File: src/inc/tmrb_regs.svh
/*
  register indices, field positions and reset values of the timer register block.
  assumes: one byte register per aligned 32-bit bus word, byte address is four times the index.
*/
`ifndef TMRB_REGS_SVH
`define TMRB_REGS_SVH

// register indices
`define TMRB_IDX_IRQ_ENABLE   6'h05
`define TMRB_IDX_IRQ_PENDING  6'h06
`define TMRB_IDX_RUN_STATE    6'h07
`define TMRB_IDX_HALT_BEHAV   6'h08
`define TMRB_IDX_WIDE_LATCH   6'h09
`define TMRB_IDX_COUNT_LO     6'h0a
`define TMRB_IDX_COUNT_HI     6'h0b
`define TMRB_IDX_MATCH_LO     6'h0c
`define TMRB_IDX_MATCH_HI     6'h0d
`define TMRB_IDX_SETUP        6'h10

// field positions
`define TMRB_BIT_WRAP         1
`define TMRB_BIT_EVENT        0
`define TMRB_BIT_KEEP_RUN     0
`define TMRB_BIT_RUNNING      0
`define TMRB_BIT_ENABLE       0
`define TMRB_LSB_MODE         1
`define TMRB_MSB_MODE         3
`define TMRB_BIT_EDGE         4
`define TMRB_BIT_EVENT_EN     5

// reset values and counter limits
`define TMRB_RST_BYTE         8'h00
`define TMRB_RST_WORD         16'h0000
`define TMRB_COUNT_MAX        16'hffff

// bus responses
`define TMRB_RESP_OKAY        2'b00
`define TMRB_RESP_SLVERR      2'b10

`endif

File: src/inc/tmrb_pkg.sv
/*
  types of the timer register block: mode codes and the software setup word.
  assumes: the constants header supplies all numeric offsets and fields.
*/
package tmrb_pkg;

  // counting modes, coded zero to seven in this order
  typedef enum logic [2:0] {
    TMRB_PERIODIC,
    TMRB_TIMEOUT,
    TMRB_CAPTURE,
    TMRB_FREQ,
    TMRB_PULSE_WIDTH,
    TMRB_FREQ_PW,
    TMRB_SINGLE,
    TMRB_PWM8
  } tmrb_mode_type;

  // setup register, packed msb first: bits 7:6 spare, 5 event enable, 4 edge, 3:1 mode, 0 enable
  typedef struct packed {
    logic [1:0]    spare;
    logic          event_enable;
    logic          edge_select;
    tmrb_mode_type timer_mode_select;
    logic          enable;
  } tmrb_setup_type;

  // phases of the combined frequency and pulse-width measurement
  typedef enum logic [1:0] {
    TMRB_PH_ARM,
    TMRB_PH_MEASURE,
    TMRB_PH_DONE
  } tmrb_phase_type;

endpackage : tmrb_pkg

File: src/hw/tmrb_core.sv
/*
  16-bit timer counter register block: flags, run status, debug halt, shared byte latch,
  counter and capture compare register, reached over an axi4-lite slave.
  assumes: event_in and debug_halt come from outside the clock domain; single clock aclk.
*/
// The AXI4-Lite interface to the registers is this design's own decision.
// Functional notes
// RL1: wrap flag with enable requests interrupt
// RL2: event flag with enable requests interrupt
// RL3: wrap flag sets when counter wraps
// RL4: write one clears wrap flag; zero ignored
// RL5: event flag cleared by write or capture read
// RL6: top match sets event flag
// RL7: frequency mode: capture, restart, set flag
// RL8: capture mode: capture, set flag, keep counting
// RL9: pulse width: restart edge, capture edge
// RL10: combined mode: second edge stops, sets flag
// RL11: pwm: low byte top, high byte flag
// RL12: status bit shows running, read only
// RL13: debug halt freezes unless keep running
// RL14: one shared byte latch for wide access
// RL15: counter as low and high bytes
// RL16: bus write beats counter update
// RL17: capture modes hold captured count
// RL18: timer modes use compare as top
// RL19: pwm bytes give period and duty
// RL20: three bit mode field selects mode
// RL21: low read latches high; low write commits
`include "tmrb_regs.svh"

module tmrb_core #(
  parameter int ADDR_WIDTH = 8
) (
  input  wire logic                  aclk,
  input  wire logic                  aresetn,
  input  wire logic [ADDR_WIDTH-1:0] s_axi_awaddr,
  input  wire logic                  s_axi_awvalid,
  output      logic                  s_axi_awready,
  input  wire logic [31:0]           s_axi_wdata,
  input  wire logic [3:0]            s_axi_wstrb,
  input  wire logic                  s_axi_wvalid,
  output      logic                  s_axi_wready,
  output      logic [1:0]            s_axi_bresp,
  output      logic                  s_axi_bvalid,
  input  wire logic                  s_axi_bready,
  input  wire logic [ADDR_WIDTH-1:0] s_axi_araddr,
  input  wire logic                  s_axi_arvalid,
  output      logic                  s_axi_arready,
  output      logic [31:0]           s_axi_rdata,
  output      logic [1:0]            s_axi_rresp,
  output      logic                  s_axi_rvalid,
  input  wire logic                  s_axi_rready,
  input  wire logic                  event_in,
  input  wire logic                  debug_halt,
  output      logic                  irq_request
);

  logic                   aw_held_reg, w_held_reg, bvalid_reg, arready_reg, rvalid_reg;
  logic [5:0]             aw_idx_reg;
  logic [7:0]             w_byte_reg;
  logic                   w_strb_reg;
  logic [1:0]             bresp_reg, rresp_reg;
  logic [31:0]            rdata_reg;
  logic [7:0]             irq_enable_reg, halt_behaviour_reg, wide_access_latch;
  logic                   wrap_flag_reg, event_latch_flag_reg, run_reg, irq_reg;
  logic [15:0]            count_value_reg, match_value_reg, count_next, match_next;
  tmrb_pkg::tmrb_setup_type setup_reg;
  tmrb_pkg::tmrb_phase_type phase_reg, phase_next;
  logic                   active_reg, active_next;
  logic                   ev_sync1_reg, ev_sync2_reg, ev_prev_reg, halt_sync1_reg, halt_sync2_reg;
  logic                   freeze, counting, ev_rise, ev_fall, ev_a, ev_b, wrap_set, event_set;
  logic                   wr_fire, rd_fire, wr_lo, ev_start;
  logic [5:0]             wr_idx, rd_idx;
  logic [7:0]             wr_byte, match_lo, match_hi;
  logic                   mode_capture;
  tmrb_pkg::tmrb_mode_type mode;

  // bus outputs from flops; awready and wready gated by the held latches and bvalid
  assign s_axi_awready = ~aw_held_reg & ~bvalid_reg;
  assign s_axi_wready  = ~w_held_reg & ~bvalid_reg;
  assign s_axi_bvalid  = bvalid_reg;
  assign s_axi_bresp   = bresp_reg;
  assign s_axi_arready = arready_reg;
  assign s_axi_rvalid  = rvalid_reg;
  assign s_axi_rresp   = rresp_reg;
  assign s_axi_rdata   = rdata_reg;
  assign irq_request   = irq_reg;

  // decoded write and read strobes
  assign wr_fire  = aw_held_reg & w_held_reg & ~bvalid_reg;
  assign wr_idx   = aw_idx_reg;
  assign wr_byte  = w_byte_reg;
  assign wr_lo    = wr_fire & w_strb_reg;
  assign rd_fire  = s_axi_arvalid & arready_reg;
  assign rd_idx   = s_axi_araddr[7:2];
  assign mode     = setup_reg.timer_mode_select;
  assign match_lo = match_value_reg[7:0];
  assign match_hi = match_value_reg[15:8];
  assign mode_capture = (mode == tmrb_pkg::TMRB_CAPTURE) | (mode == tmrb_pkg::TMRB_FREQ) |
                        (mode == tmrb_pkg::TMRB_PULSE_WIDTH) | (mode == tmrb_pkg::TMRB_FREQ_PW);

  // write address and data latches, taken in either order
  always_ff @(posedge aclk) begin
    if (!aresetn) begin
      aw_held_reg <= 1'b0;
      w_held_reg  <= 1'b0;
      aw_idx_reg  <= 6'h00;
      w_byte_reg  <= `TMRB_RST_BYTE;
      w_strb_reg  <= 1'b0;
    end else begin
      if (s_axi_awvalid & s_axi_awready) begin
        aw_held_reg <= 1'b1;
        aw_idx_reg  <= s_axi_awaddr[7:2];
      end else if (wr_fire) begin
        aw_held_reg <= 1'b0;
      end
      if (s_axi_wvalid & s_axi_wready) begin
        w_held_reg <= 1'b1;
        w_byte_reg <= s_axi_wdata[7:0];
        w_strb_reg <= s_axi_wstrb[0];
      end else if (wr_fire) begin
        w_held_reg <= 1'b0;
      end
    end
  end

  // write response, error for unmapped or read-only words
  always_ff @(posedge aclk) begin
    if (!aresetn) begin
      bvalid_reg <= 1'b0;
      bresp_reg  <= `TMRB_RESP_OKAY;
    end else if (wr_fire) begin
      bvalid_reg <= 1'b1;
      case (wr_idx)
        `TMRB_IDX_IRQ_ENABLE, `TMRB_IDX_IRQ_PENDING, `TMRB_IDX_HALT_BEHAV, `TMRB_IDX_WIDE_LATCH,
        `TMRB_IDX_COUNT_LO, `TMRB_IDX_COUNT_HI, `TMRB_IDX_MATCH_LO, `TMRB_IDX_MATCH_HI,
        `TMRB_IDX_SETUP: bresp_reg <= `TMRB_RESP_OKAY;
        default:         bresp_reg <= `TMRB_RESP_SLVERR; // see RL12
      endcase
    end else if (s_axi_bready) begin
      bvalid_reg <= 1'b0;
    end
  end

  // read channel: one word at a time, data one cycle after the address
  always_ff @(posedge aclk) begin
    if (!aresetn) begin
      arready_reg <= 1'b0;
      rvalid_reg  <= 1'b0;
      rresp_reg   <= `TMRB_RESP_OKAY;
      rdata_reg   <= 32'h0000_0000;
    end else if (rd_fire) begin
      arready_reg <= 1'b0;
      rvalid_reg  <= 1'b1;
      rresp_reg   <= `TMRB_RESP_OKAY;
      case (rd_idx)
        `TMRB_IDX_IRQ_ENABLE:  rdata_reg <= {24'h000000, irq_enable_reg};
        `TMRB_IDX_IRQ_PENDING: rdata_reg <= {30'h00000000, wrap_flag_reg, event_latch_flag_reg};
        `TMRB_IDX_RUN_STATE:   rdata_reg <= {31'h00000000, run_reg}; // see RL12
        `TMRB_IDX_HALT_BEHAV:  rdata_reg <= {24'h000000, halt_behaviour_reg};
        `TMRB_IDX_WIDE_LATCH:  rdata_reg <= {24'h000000, wide_access_latch}; // see RL14
        `TMRB_IDX_COUNT_LO:    rdata_reg <= {24'h000000, count_value_reg[7:0]}; // see RL15
        `TMRB_IDX_MATCH_LO:    rdata_reg <= {24'h000000, match_lo}; // see RL17
        `TMRB_IDX_COUNT_HI,
        `TMRB_IDX_MATCH_HI:    rdata_reg <= {24'h000000, wide_access_latch}; // see RL21
        `TMRB_IDX_SETUP:       rdata_reg <= {24'h000000, setup_reg};
        default: begin
          rdata_reg <= 32'h0000_0000;
          rresp_reg <= `TMRB_RESP_SLVERR;
        end
      endcase
    end else if (rvalid_reg) begin
      if (s_axi_rready) begin
        rvalid_reg  <= 1'b0;
        arready_reg <= 1'b1;
      end
    end else begin
      arready_reg <= 1'b1;
    end
  end

  // two-flop synchronisers for the pins, edge detect after the second flop
  always_ff @(posedge aclk) begin
    if (!aresetn) begin
      ev_sync1_reg   <= 1'b0;
      ev_sync2_reg   <= 1'b0;
      ev_prev_reg    <= 1'b0;
      halt_sync1_reg <= 1'b0;
      halt_sync2_reg <= 1'b0;
    end else begin
      ev_sync1_reg   <= event_in;
      ev_sync2_reg   <= ev_sync1_reg;
      ev_prev_reg    <= ev_sync2_reg;
      halt_sync1_reg <= debug_halt;
      halt_sync2_reg <= halt_sync1_reg;
    end
  end

  // qualified edges; a is the selected polarity, b the opposite one
  assign freeze   = halt_sync2_reg & ~halt_behaviour_reg[`TMRB_BIT_KEEP_RUN]; // see RL13
  assign ev_rise  = ev_sync2_reg & ~ev_prev_reg & setup_reg.event_enable & setup_reg.enable & ~freeze;
  assign ev_fall  = ~ev_sync2_reg & ev_prev_reg & setup_reg.event_enable & setup_reg.enable & ~freeze;
  assign ev_a     = setup_reg.edge_select ? ev_fall : ev_rise;
  assign ev_b     = setup_reg.edge_select ? ev_rise : ev_fall;
  assign ev_start = ev_a | (setup_reg.edge_select & ev_b);
  assign counting = setup_reg.enable & ~freeze & (active_reg | (mode == tmrb_pkg::TMRB_PERIODIC) |
                    (mode == tmrb_pkg::TMRB_CAPTURE) | (mode == tmrb_pkg::TMRB_FREQ) |
                    (mode == tmrb_pkg::TMRB_PULSE_WIDTH) | (mode == tmrb_pkg::TMRB_PWM8));

  // counting step first, then event actions override it
  always_comb begin
    count_next  = count_value_reg;
    match_next  = match_value_reg;
    active_next = setup_reg.enable ? active_reg : 1'b0;
    phase_next  = setup_reg.enable ? phase_reg : tmrb_pkg::TMRB_PH_ARM;
    wrap_set    = 1'b0;
    event_set   = 1'b0;
    if (counting) begin
      case (mode)
        tmrb_pkg::TMRB_PERIODIC, tmrb_pkg::TMRB_TIMEOUT, tmrb_pkg::TMRB_SINGLE: begin
          if (count_value_reg == match_value_reg) begin
            event_set  = 1'b1; // see RL6
            count_next = `TMRB_RST_WORD; // see RL18
            if (mode == tmrb_pkg::TMRB_SINGLE) begin
              active_next = 1'b0;
            end
          end else begin
            count_next = count_value_reg + 16'h0001;
            wrap_set   = (count_value_reg == `TMRB_COUNT_MAX); // see RL3
          end
        end
        tmrb_pkg::TMRB_PWM8: begin
          event_set = (count_value_reg[7:0] == match_hi); // see RL11
          if (count_value_reg[7:0] == match_lo) begin
            count_next = `TMRB_RST_WORD; // see RL19
            wrap_set   = 1'b1; // see RL3
          end else begin
            count_next = {8'h00, count_value_reg[7:0] + 8'h01};
          end
        end
        default: begin
          count_next = count_value_reg + 16'h0001;
          wrap_set   = (count_value_reg == `TMRB_COUNT_MAX); // see RL3
        end
      endcase
    end
    case (mode) // see RL20
      tmrb_pkg::TMRB_TIMEOUT: begin
        if (ev_a) begin
          active_next = 1'b1;
        end else if (ev_b) begin
          active_next = 1'b0;
        end
      end
      tmrb_pkg::TMRB_CAPTURE: begin
        if (ev_a) begin
          match_next = count_value_reg; // see RL8
          event_set  = 1'b1;
        end
      end
      tmrb_pkg::TMRB_FREQ: begin
        if (ev_a) begin
          match_next = count_value_reg; // see RL7
          count_next = `TMRB_RST_WORD;
          event_set  = 1'b1;
        end
      end
      tmrb_pkg::TMRB_PULSE_WIDTH: begin
        if (ev_a) begin
          count_next = `TMRB_RST_WORD; // see RL9
        end else if (ev_b) begin
          match_next = count_value_reg; // see RL9
          event_set  = 1'b1;
        end
      end
      tmrb_pkg::TMRB_FREQ_PW: begin
        case (phase_reg)
          tmrb_pkg::TMRB_PH_ARM: begin
            if (ev_a) begin
              count_next  = `TMRB_RST_WORD;
              active_next = 1'b1;
              phase_next  = tmrb_pkg::TMRB_PH_MEASURE;
            end
          end
          tmrb_pkg::TMRB_PH_MEASURE: begin
            if (ev_b) begin
              match_next = count_value_reg; // see RL17
            end else if (ev_a) begin
              active_next = 1'b0; // see RL10
              event_set   = 1'b1;
              phase_next  = tmrb_pkg::TMRB_PH_DONE;
            end
          end
          tmrb_pkg::TMRB_PH_DONE: begin
            if (!event_latch_flag_reg) begin
              phase_next = tmrb_pkg::TMRB_PH_ARM;
            end
          end
          default: phase_next = tmrb_pkg::TMRB_PH_ARM;
        endcase
      end
      tmrb_pkg::TMRB_SINGLE: begin
        if (ev_start && !active_reg) begin
          active_next = 1'b1;
          count_next  = `TMRB_RST_WORD;
        end
      end
      default: begin
      end
    endcase
  end

  // counter and compare registers; bus writes take precedence
  always_ff @(posedge aclk) begin
    if (!aresetn) begin
      count_value_reg <= `TMRB_RST_WORD;
      match_value_reg <= `TMRB_RST_WORD;
      active_reg      <= 1'b0;
      phase_reg       <= tmrb_pkg::TMRB_PH_ARM;
      run_reg         <= 1'b0;
    end else begin
      active_reg <= active_next;
      phase_reg  <= phase_next;
      run_reg    <= counting; // see RL12
      if (wr_lo && wr_idx == `TMRB_IDX_COUNT_LO) begin
        count_value_reg <= {wide_access_latch, wr_byte}; // see RL16
      end else begin
        count_value_reg <= count_next;
      end
      if (wr_lo && wr_idx == `TMRB_IDX_MATCH_LO) begin
        match_value_reg <= {wide_access_latch, wr_byte}; // see RL21
      end else begin
        match_value_reg <= match_next;
      end
    end
  end

  // shared byte latch: high-byte writes, direct writes, low-byte reads
  always_ff @(posedge aclk) begin
    if (!aresetn) begin
      wide_access_latch <= `TMRB_RST_BYTE;
    end else if (wr_lo && (wr_idx == `TMRB_IDX_WIDE_LATCH || wr_idx == `TMRB_IDX_COUNT_HI ||
                 wr_idx == `TMRB_IDX_MATCH_HI)) begin
      wide_access_latch <= wr_byte; // see RL14
    end else if (rd_fire && rd_idx == `TMRB_IDX_COUNT_LO) begin
      wide_access_latch <= count_value_reg[15:8]; // see RL21
    end else if (rd_fire && rd_idx == `TMRB_IDX_MATCH_LO) begin
      wide_access_latch <= match_hi; // see RL21
    end
  end

  // plain control registers
  always_ff @(posedge aclk) begin
    if (!aresetn) begin
      irq_enable_reg     <= `TMRB_RST_BYTE;
      halt_behaviour_reg <= `TMRB_RST_BYTE;
      setup_reg          <= tmrb_pkg::tmrb_setup_type'(`TMRB_RST_BYTE);
    end else if (wr_lo) begin
      if (wr_idx == `TMRB_IDX_IRQ_ENABLE) begin
        irq_enable_reg <= wr_byte;
      end
      if (wr_idx == `TMRB_IDX_HALT_BEHAV) begin
        halt_behaviour_reg <= wr_byte;
      end
      if (wr_idx == `TMRB_IDX_SETUP) begin
        setup_reg <= tmrb_pkg::tmrb_setup_type'(wr_byte);
      end
    end
  end

  // sticky flags: set wins over a same-cycle clear
  always_ff @(posedge aclk) begin
    if (!aresetn) begin
      wrap_flag_reg        <= 1'b0;
      event_latch_flag_reg <= 1'b0;
    end else begin
      wrap_flag_reg <= wrap_set | (wrap_flag_reg &
        ~(wr_lo && wr_idx == `TMRB_IDX_IRQ_PENDING && wr_byte[`TMRB_BIT_WRAP])); // see RL4
      event_latch_flag_reg <= event_set | (event_latch_flag_reg &
        ~(wr_lo && wr_idx == `TMRB_IDX_IRQ_PENDING && wr_byte[`TMRB_BIT_EVENT]) &
        ~(rd_fire && rd_idx == `TMRB_IDX_MATCH_LO && mode_capture)); // see RL5
    end
  end

  // interrupt request from flags and enables
  always_ff @(posedge aclk) begin
    if (!aresetn) begin
      irq_reg <= 1'b0;
    end else begin
      irq_reg <= (wrap_flag_reg & irq_enable_reg[`TMRB_BIT_WRAP]) | // see RL1
                 (event_latch_flag_reg & irq_enable_reg[`TMRB_BIT_EVENT]); // see RL2
    end
  end

  // checks
  property p_wrap_irq;
    @(posedge aclk) disable iff (!aresetn)
    (wrap_flag_reg && irq_enable_reg[`TMRB_BIT_WRAP]) |=> irq_request;
  endproperty
  a_wrap_irq: assert property (p_wrap_irq) else $error("wrap interrupt missing"); // see RL1
  property p_event_irq;
    @(posedge aclk) disable iff (!aresetn)
    (event_latch_flag_reg && irq_enable_reg[`TMRB_BIT_EVENT]) |=> irq_request;
  endproperty
  a_event_irq: assert property (p_event_irq) else $error("event interrupt missing"); // see RL2
  property p_wrap_sets;
    @(posedge aclk) disable iff (!aresetn)
    (counting && mode == tmrb_pkg::TMRB_CAPTURE && count_value_reg == `TMRB_COUNT_MAX) |=> wrap_flag_reg;
  endproperty
  a_wrap_sets: assert property (p_wrap_sets) else $error("wrap flag not set"); // see RL3
  property p_zero_keeps;
    @(posedge aclk) disable iff (!aresetn)
    (wrap_flag_reg && wr_fire && wr_idx == `TMRB_IDX_IRQ_PENDING && !wr_byte[`TMRB_BIT_WRAP])
      |=> wrap_flag_reg;
  endproperty
  a_zero_keeps: assert property (p_zero_keeps) else $error("wrap flag lost on zero write"); // see RL4
  property p_capture_read_clears;
    @(posedge aclk) disable iff (!aresetn)
    (rd_fire && rd_idx == `TMRB_IDX_MATCH_LO && mode_capture && !event_set) |=> !event_latch_flag_reg;
  endproperty
  a_capture_read_clears: assert property (p_capture_read_clears) else $error("flag kept after read"); // see RL5
  property p_freq_restart;
    @(posedge aclk) disable iff (!aresetn)
    (mode == tmrb_pkg::TMRB_FREQ && ev_a && !wr_lo) |=>
      (count_value_reg == `TMRB_RST_WORD && event_latch_flag_reg);
  endproperty
  a_freq_restart: assert property (p_freq_restart) else $error("frequency restart wrong"); // see RL7
  property p_capture_load;
    @(posedge aclk) disable iff (!aresetn)
    (mode == tmrb_pkg::TMRB_CAPTURE && ev_a && !wr_lo) |=>
      (match_value_reg == $past(count_value_reg) && event_latch_flag_reg);
  endproperty
  a_capture_load: assert property (p_capture_load) else $error("capture value wrong"); // see RL8
  property p_debug_freeze;
    @(posedge aclk) disable iff (!aresetn)
    (freeze && !wr_lo) |=> (count_value_reg == $past(count_value_reg) && !run_reg);
  endproperty
  a_debug_freeze: assert property (p_debug_freeze) else $error("counter moved while halted"); // see RL13
  property p_write_wins;
    @(posedge aclk) disable iff (!aresetn)
    (wr_lo && wr_idx == `TMRB_IDX_COUNT_LO) |=>
      (count_value_reg == {$past(wide_access_latch), $past(wr_byte)});
  endproperty
  a_write_wins: assert property (p_write_wins) else $error("counter write lost"); // see RL16
  property p_low_read_latch;
    @(posedge aclk) disable iff (!aresetn)
    (rd_fire && rd_idx == `TMRB_IDX_COUNT_LO && !wr_lo) |=> (wide_access_latch == $past(count_value_reg[15:8]));
  endproperty
  a_low_read_latch: assert property (p_low_read_latch) else $error("high byte not latched"); // see RL21
  c_periodic_top: cover property (@(posedge aclk) disable iff (!aresetn)
    mode == tmrb_pkg::TMRB_PERIODIC && event_set);
  c_pwm_duty: cover property (@(posedge aclk) disable iff (!aresetn)
    mode == tmrb_pkg::TMRB_PWM8 && event_set ##1 irq_request);
  c_freq_pw_done: cover property (@(posedge aclk) disable iff (!aresetn)
    phase_reg == tmrb_pkg::TMRB_PH_DONE);

endmodule : tmrb_core

File: config.mk
export PLATFORM = sky130hd
export DESIGN_NAME = tmrb_core
export DESIGN_NICKNAME = d
export VERILOG_FILES = /design/src/inc/tmrb_pkg.sv /design/src/hw/tmrb_core.sv
export VERILOG_INCLUDE_DIRS = /design/src /design/src/inc
export SDC_FILE = /design/constraint.sdc
export NUM_CORES = 1
export LEC_CHECK = 0
export ABC_AREA = 1
export BUFFER_PORTS_ARGS = -buffer_cell sky130_fd_sc_hd__buf_2
export CAP_MARGIN = 10
export CELL_PAD_IN_SITES_DETAIL_PLACEMENT = 1
export CELL_PAD_IN_SITES_GLOBAL_PLACEMENT = 1
export CORE_MARGIN = 2
export CORE_UTILIZATION = 30
export CTS_BUF_LIST = sky130_fd_sc_hd__clkbuf_8
export DETAILED_ROUTE_END_ITERATION = 10
export PLACE_DENSITY = 0.73
export RECOVER_POWER = 25
export SLEW_MARGIN = 40
export SYNTH_ARGS = -nofsm -noshare
export SYNTH_HDL_FRONTEND = slang
export SYNTH_SLANG_ARGS = --single-unit
File: constraint.sdc
create_clock -name aclk -period 2.2 [get_ports aclk]
set_input_delay 0.11 -clock aclk [delete_from_list [all_inputs] [get_ports aclk]]
set_output_delay 0.11 -clock aclk [all_outputs]
set_load 0.005 [all_outputs]
Word-level counts from Yosys, hierarchy flattened
Memory sizes are Yosys's and may differ from the RTL's. A register that Yosys moved wholly into a read port is not among the register bits.
Index checks and enable logic that the tools add are counted.
{"block": "word_totals", "ff_bits": 132, "mem_bits_ro": 32, "in_bits": 61, "output_inout_bits": 42, "mem_count": 1}
{"block": "op_classes", "addsub": 2, "eq_ne": 36, "n_mux": 68, "bitwise": 48, "n_reduce_logical": 30}
{"name": "(name not given)", "depth": 32, "word_bits": 1, "read_ports": 1, "rd_ports_with_merged_regs": 1, "write_ports": 0, "line": "tmrb_core.sv:134", "source": "case (wr_idx)"}
{"op": "16-bit two-way mux", "n": 11}
{"op": "16-bit case mux with 3 select lines", "n": 2}
{"op": "6-bit by 4-bit == test with 1-bit output, second input constant", "n": 12}
{"op": "8-bit case mux with 8 select lines", "n": 1}
{"op": "1-bit two-way mux", "n": 33}
{"op": "8-bit two-way mux", "n": 4}
{"op": "16-bit case mux with 2 select lines", "n": 1}
{"op": "6-bit by 3-bit == test with 1-bit output, second input constant", "n": 5}
{"op": "1-bit bitwise AND", "n": 25}
{"op": "16-bit by 1-bit adder with 16-bit output, second input constant", "n": 1}
{"op": "16-bit == test", "n": 1}
{"op": "16-bit == test, second input constant", "n": 1}
{"op": "8-bit == test", "n": 2}
{"op": "2-bit two-way mux", "n": 8}
{"op": "3-bit == test, second input constant", "n": 4}
{"op": "6-bit by 5-bit == test with 1-bit output, second input constant", "n": 2}
{"op": "1-bit OR", "n": 12}
{"op": "1-bit NOT", "n": 11}
{"op": "1-bit logical AND", "n": 10}
{"op": "5-bit two-way mux", "n": 2}
{"op": "10-bit OR reduction", "n": 1}
{"op": "8-bit by 1-bit adder with 8-bit output, second input constant", "n": 1}
{"op": "3-bit by 2-bit == test with 1-bit output, second input constant", "n": 2}
{"op": "3-bit by 1-bit inequality test with 1-bit output, second input constant", "n": 2}
{"op": "other kinds (19)", "n": 30}

Logic depth before layout (Yosys ltp)
Gate-level depths: netlist of the first run.
{"block": "logic_depth", "word_depth": 13, "depth_mapped": 14, "depth_no_buf": 13}

Worst setup path after synthesis of the first run
OpenSTA, ideal clock, no wires.
{"block": "synth_timing", "path_type": "register to register", "startpoint": "register bvalid_reg, in the netlist s_axi_bvalid", "endpoint": "register (tool-made name)", "setup_ns": 0.092, "t_arrival_ns": 1.584, "setup_slack_ns": 0.523, "path_stages_with_launch": 11, "cell_sequence": "dfxtp_1 nor2_1 nand2_1 buf_2 nor2_1 nor3_1 inv_1 ha_1 inv_1 nor2_1 o32ai_1"}
{"item": "start: declaration", "line": "tmrb_core.sv:58", "source": "logic aw_held_reg, w_held_reg, bvalid_reg, arready_reg, rvalid_reg;"}
{"item": "start signal: assignment", "line": "tmrb_core.sv:130", "source": "bvalid_reg <= 1'b0;"}
{"item": "start signal: assignment", "line": "tmrb_core.sv:133", "source": "bvalid_reg <= 1'b1;"}
{"item": "start signal: assignment", "line": "tmrb_core.sv:141", "source": "bvalid_reg <= 1'b0;"}

Final worst setup path of the first run
{"block": "layout_timing", "startpoint": "register arready_reg, in the netlist s_axi_arready", "endpoint": "register wide_access_latch[2]"}
{"block": "layout_between", "elab_chain_cells": 4, "elab_cells_between_ends": 6, "cone_classes": "mux (2); bitwise (1); reduce/logical (3)"}
{"item": "start: declaration", "line": "tmrb_core.sv:58"}
{"item": "start signal: assignment", "line": "tmrb_core.sv:148", "source": "arready_reg <= 1'b0;"}
{"item": "start signal: assignment", "line": "tmrb_core.sv:153", "source": "arready_reg <= 1'b0;"}
{"item": "start signal: assignment", "line": "tmrb_core.sv:175", "source": "arready_reg <= 1'b1;"}
{"item": "1-bit bitwise AND *", "line": "tmrb_core.sv:94", "source": "assign rd_fire = s_axi_arvalid & arready_reg;"}
{"item": "1-bit logical AND (no source line)"}
{"item": "8-bit two-way mux", "line": "tmrb_core.sv:345", "source": "end else if (rd_fire && rd_idx == `TMRB_IDX_COUNT_LO) begin"}
{"item": "8-bit two-way mux", "line": "tmrb_core.sv:342", "source": "end else if (wr_lo && (wr_idx == `TMRB_IDX_WIDE_LATCH || wr_idx == `TMRB_IDX_COUNT_HI ||"}
{"item": "end signal: assignment", "line": "tmrb_core.sv:341", "source": "wide_access_latch <= `TMRB_RST_BYTE;"}
{"item": "end signal: assignment", "line": "tmrb_core.sv:344", "source": "wide_access_latch <= wr_byte;"}
{"item": "end signal: assignment", "line": "tmrb_core.sv:346", "source": "wide_access_latch <= count_value_reg[15:8];"}
{"item": "end: declaration", "line": "tmrb_core.sv:64", "source": "logic [7:0] irq_enable_reg, halt_behaviour_reg, wide_access_latch;"}
Mark *: on every way between the ends. The rest lies on a longest branch, timed or not.
A chain may end at the register's enable or synchronous reset.

==> reports/results.txt, run 1 <==
CP cell instances: nand2_1 -> inv_1 -> nand2_1 -> o21ai_0 -> nand2_1 -> o211ai_1 -> a21oi_1
DR vias: 6206
Clock Tree Root: clkbuf_8
Fin cells: 1263
Row Count: 52
Syn_area_per_cell: 6.59 sq um
Ratio of cells with drive above 1 in the final layout: 0.126
Clock share of power: 0.362
RSZ-0062 raised after global routing: no
Hold/Removal Path Class: primary input to register
Pre-antenna DRT Iters: 5
Max frequency: 496 MHz
Tot Pwr: 3660 uW
Most common library cell in the layout ignoring fill and taps: nand2_1
Arrival time at the worst endpoint: 2.31 ns
Actual slew at the worst max-slew pin: 0.632 ns
Final worst-path cycle share: 0.917
Hpwl dp: 15700 microns
Maximum root-to-sink buffer count: 2
Cell Area, Synth: 6080 sq um
Psw: 1120 uW
Clock skew: 0.0242 ns
Most frequent cells in the layout: nand2_1 (207), inv_1 (107), nor2_1 (107), dfxtp_1 (107), o21ai_0 (92)
Hold Crit Depth: 3
Worst-Skew Late Latency: 0.42 ns
PD cells: 526 nW/um^2
I/O Pins: 103
#FFs+latches synth: 107
GPL Wtd Cong: 0.887
Internal power: 2540 uW
Postcts setup bufs: 0
Critical path startpoint category: register
Leak Pwr: 0.00298 uW
Final Hold Fails: 0
Nets: 1051
Final setup fails: 0
DR iter-0 viols: 372
Fillcell total: 2672
Crit-path max FO: 13
Cell mode on critical path: nand2_1
Min Tclk post-route: 2.02 ns
Port Buf Inserts: 45
Area growth syn-to-layout: 14.3%
Count of cell types in the netlist: 45
Width of the chip: 146 microns
Grt ovf: 0
TritonCTS clock tree: built
Number of global-route vias before repair: 6070
Max Cap Violations: 0
Yosys warning count: 0
DIE AREA: 21400 sq um
Status: complete, no violations
Fin Hold WS: 0.0164 ns
Vias per cell: 4.91
TritonCTS Buffers: 9
Crit path largest cell delay: 0.55 ns
Core area: 20000 sq um
Clock transition at path regs: 0.13 ns
Cells after DPL: 1233
Total GRT Usage: 0.202
Peak VDD IR: 381 uV
Clock sink count: 107
H-Tree Depth: 3
Seq/Total Area, Yosys: 0.352
Routed len/inst: 16.7 microns
Finished Core Util: 0.347
Antenna diodes: 0
Mapped Cells: 923
Largest net degree at the start of global routing: 65
Initial Util: 0.303
Die Y: 146 microns
Worst relative slew slack: 0.579
Switching fraction of total power: 0.305
Global-route wire length before repair: 34000 microns
CP endpoint kind: register
DRT antenna net count: 0
R2R cell count: 7
Crit path kind: register to register
R2r setup slk: 0.18 ns
Sequential share of power: 0.552
Max-slew violations: 0
Slowest stage cell on the critical path: o21ai_0
Data required, critical path: 2.49 ns
DRC viols: 0
Total negative slack: 0 ns
Comb power frac: 0.087
Initial antenna violation count: 0
Final wirelength: 21100 microns
==> final timing paths <==
| kind | start | to |
|---|---|---|
| max | s_axi_arready | wide_access_latch[2] |
| min | s_axi_wdata[6] | w_byte_reg[6] |
| max reg2reg | s_axi_arready | wide_access_latch[2] |
| min reg2reg | ev_sync1_reg | ev_sync2_reg |
==> cells by family (layout without fill, tap and decap cells) <==
family / Yosys count / count (layout) / share of synthesized area
xor+xnor: 8 / 8 / 0.0115
simple gates: 422 / 422 / 0.306
fa+ha+maj: 2 / 2 / 0.00412
other cells: 1 / 26 / 0.000617
mux: 3 / 3 / 0.00556
buf+inv: 173 / 218 / 0.130
flops: 107 / 107 / 0.352
compound gates: 207 / 207 / 0.190
==> worst max-delay path: cells and delay by family, from the launching register on <==
kind	cells	cell delay (ns)
compound gates	3	0.74
simple gates	3	0.62
buf+inv	1	0.13
flops	1	0.38
==> what timing repair did <==
| item | in CTS | in global routing |
|---|---|---|
| setup endpoints to repair | 0 | 5 |
| hold buffers | 14 | 0 |
| endpoints found under the hold margin | 14 | 0 |
| gates resized for setup | 0 | 2 |
==> through the flow <==
step | cell area [sq um] | setup WS, ns
global placement | 6600 | 0.231
CTS | 6960 | 0.172
global route | 6950 | 0.0233
finish | 6950 | 0.184
floorplan | 6170 | 0.523
detailed placement | 6600 | 0.193
==> routing by layer <==
metal  GRT usage  share of wire
met1       0.279           0.48
met2       0.320           0.45
met3      0.0350          0.044
met4      0.0646          0.023
met5           0              0
==> power by group through the flow <==
stage / Clock, uW / Sequential, uW / Combinational [uW]
floorplan: 0 / 2050 / 212
global placement: 0 / 2060 / 294
detailed placement: 0 / 2060 / 300
CTS: 1350 / 2020 / 319
global route: 1410 / 2020 / 356
finish: 1320 / 2020 / 317
==> synth_stat cells, drive strengths merged <==
master	n	area share
nor2	115	0.076
nand4	18	0.021
o2111ai	5	0.0072
or2	3	0.0031
a31oi	1	0.0010
xor2	8	0.012
mux2	3	0.0056
a22oi	14	0.017
nand3	50	0.044
o22ai	6	0.0062
conb	1	0.00062
o21ai	95	0.078
ha	2	0.0041
o32ai	1	0.0014
buf	42	0.048
o31ai	1	0.0012
inv	115	0.071
o21a	1	0.0012
a21oi	69	0.059
o211ai	5	0.0062
nor3	14	0.017
nor3b	1	0.0012
nor4	2	0.0021
a211oi	9	0.011
nand2	218	0.14
dfxtp	107	0.35
clkinv	1	0.00062
nand3b	1	0.0012
clkbuf	15	0.0095
==> layout make-up <==
class,instances,area (sq um),area share
clock inverters,7,92.6,0.0133
flip-flops and latches,107,2140,0.308
well taps,270,338,0.0486
repair buffers,86,566,0.0814
inverters,116,438,0.0630
clock buffers,9,124,0.0178
multi-input cells,668,3250,0.468
Note: power is estimated with default switching activity, not from simulation.
==> run 2, diff against run 1 <==
--- a/config.mk
+++ b/config.mk
@@ -10,12 +10,12 @@
 export BUFFER_PORTS_ARGS = -buffer_cell sky130_fd_sc_hd__buf_2
 export CAP_MARGIN = 10
 export CELL_PAD_IN_SITES_DETAIL_PLACEMENT = 1
-export CELL_PAD_IN_SITES_GLOBAL_PLACEMENT = 1
+export CELL_PAD_IN_SITES_GLOBAL_PLACEMENT = 2
 export CORE_MARGIN = 2
-export CORE_UTILIZATION = 30
+export CORE_UTILIZATION = 32
 export CTS_BUF_LIST = sky130_fd_sc_hd__clkbuf_8
 export DETAILED_ROUTE_END_ITERATION = 10
-export PLACE_DENSITY = 0.73
+export PLACE_DENSITY = 0.93
 export RECOVER_POWER = 25
 export SLEW_MARGIN = 40
 export SYNTH_ARGS = -nofsm -noshare
==> constraint.sdc (replaced) <==
create_clock -name aclk -period 2.1 [get_ports aclk]
set_input_delay 0.105 -clock aclk [delete_from_list [all_inputs] [get_ports aclk]]
set_output_delay 0.105 -clock aclk [all_outputs]
set_load 0.005 [all_outputs]
==> run 2 against run 1 <==
Power increased by 6.0%. Sequential cell count stayed put. Setup slack worse by 0.013 ns. Design area increased by 1.0%. Highest routed layer unchanged. Largest cell class unchanged. Critical path type unchanged.
==> reports/results.txt, run 2 (synthesis gave the netlist of run 1 again) <==
Status: complete, no violations
Core area: 18600 sq um
Die Y: 142 microns
Area growth syn-to-layout: 15.5%
GPL Wtd Cong: 0.920
Row Count: 50
Worst relative slew slack: 0.564
Max-slew violations: 0
Pre-antenna DRT Iters: 4
Actual slew at the worst max-slew pin: 0.654 ns
Final setup fails: 0
Clock share of power: 0.368
Grt ovf: 0
Total GRT Usage: 0.218
CP cell instances: inv_1 -> nand2_1 -> nand2_2 -> nor2_2 -> nand2_1 -> nand2_4 -> inv_2 -> nand2_1 -> nand4_1 -> nand2_2 -> buf_12 -> o21ai_0 -> nor2_1
I/O Pins: 103
Psw: 1190 uW
Crit path largest cell delay: 0.39 ns
Top Metal Used: met4
Routed wl met3: 949 microns
R2R cell count: 13
Final Hold Fails: 0
Largest net degree at the start of global routing: 65
Hpwl dp: 16200 microns
Initial antenna violation count: 0
Total negative slack: 0 ns
Ratio of cells with drive above 1 in the final layout: 0.140
Placed cell area: 6670 sq um
Clock Tree Root: clkbuf_8
TritonCTS Buffers: 9
Leak Pwr: 0.00305 uW
Internal power: 2690 uW
Critical Path Sink: match_value_reg[10]
Global-route wire length before repair: 34200 microns
TritonCTS clock tree: built
Maximum root-to-sink buffer count: 2
DIE AREA: 20100 sq um
Arrival time at the worst endpoint: 2.27 ns
Delay-heaviest family, CP: simple AND/OR/NAND/NOR gates
Initial Util: 0.326
WP depth: 13
Data required, critical path: 2.44 ns
Peak VDD IR: 475 uV
Min Tclk post-route: 1.93 ns
Met1 Wirelength: 10300 microns
Clock skew: 0.0158 ns
Routed met2 length: 9530 microns
Final wirelength: 21500 microns
DRC viols: 0
CP endpoint kind: register
Fin Hold WS: 0.0160 ns
Most frequent cells in the layout: nand2_1 (207), inv_1 (107), nor2_1 (105), dfxtp_1 (105), o21ai_0 (91)
Reg-to-reg critical path endpoint: match_value_reg[10]
Cells after DPL: 1212
Final worst-path cycle share: 0.919
DR iter-0 viols: 343
Switching fraction of total power: 0.307
RR Startpoint: halt_behaviour_reg[0]
PD cells: 552 nW/um^2
Nets: 1065
Fin cells: 1241
RSZ-0062 raised after global routing: yes
Comb power frac: 0.088
Clock transition at path regs: 0.13 ns
Antenna diodes: 0
Critical path startpoint category: register
Worst-Skew Late Latency: 0.41 ns
Buf+Inv Stages, Crit Path: 3
Sequential share of power: 0.544
Hold Crit Depth: 3
Number of global-route vias before repair: 6183
DRT antenna net count: 0
H-Tree Depth: 3
Most common library cell in the layout ignoring fill and taps: nand2_1
Crit path kind: register to register
Width of the chip: 142 microns
Max frequency: 518 MHz
Fillcell total: 2416
R2r setup slk: 0.17 ns
Port Buf Inserts: 45
Slowest stage cell on the critical path: dfxtp_1
Crit-path max FO: 13
Max Cap Violations: 0
Clock sink count: 107
Vias per cell: 5.09
Critical Path Start: halt_behaviour_reg[0]
Routed len/inst: 17.3 microns
Fin area: 7020 sq um
Hold/Removal Path Class: primary input to register
Cell mode on critical path: nand2_1
DR vias: 6315
run 2: repair_timing:
action,CTS,global route
setup endpoints to repair,0,29
buffers inserted,0,1
resized for setup,0,10
hold endpoints to repair,12,0
hold buffers,12,0
run 2: worst min-delay path by stage:
stage,startpoint,to,slack [ns]
finish,s_axi_wdata[3],w_byte_reg[3],0.02
global route,s_axi_wdata[1],w_byte_reg[1],0.02
CTS,s_axi_wdata[3],w_byte_reg[3],0.003
detailed placement,debug_halt,halt_sync1_reg,0.33
global placement,debug_halt,halt_sync1_reg,0.33
floorplan,event_in,ev_sync1_reg,0.20
run 2: area by class of cell:
cell class / instances / area (sq um) / share of cell area
Multi-Input combinational cell: 668 / 3270 / 0.466
Sequential cell: 107 / 2140 / 0.305
Timing Repair Buffer: 100 / 657 / 0.0935
Inverter: 116 / 438 / 0.0624
Tap cell: 234 / 293 / 0.0417
Clock buffer: 9 / 124 / 0.0176
Clock inverter: 7 / 96.3 / 0.0137
run 2: layer usage:
| metal | up-vias | global-route usage |
|---|---|---|
| li1 | 3123 | - |
| met1 | 2992 | 0.299 |
| met2 | 164 | 0.350 |
| met3 | 36 | 0.0358 |
| met4 | 0 | 0.0747 |
| met5 | - | 0 |
run 2: metrics by stage:
step	total power (uW)	setup slack (ns)	utilization
finish	3880	0.171	0.377
global route	4050	-0.0221	0.377
CTS	3920	0.0986	0.376
detailed placement	2480	0.128	0.358
global placement	2470	0.165	0.358
floorplan	2370	0.423	-
run 2: power groups by stage:
stage          clock network (uW)  registers, uW  logic, uW
5_1_grt                      1550           2120        382
3_3_place_gp                    0           2150        315
2_1_floorplan                   0           2140        222
3_5_place_dp                    0           2160        322
4_1_cts                      1460           2110        342
6_report                     1430           2110        341
run 2: worst min-delay path, cell delays in order:
cell and delay (ns):
buf_2 0.07, o21ai_0 0.09, a21oi_1 0.11
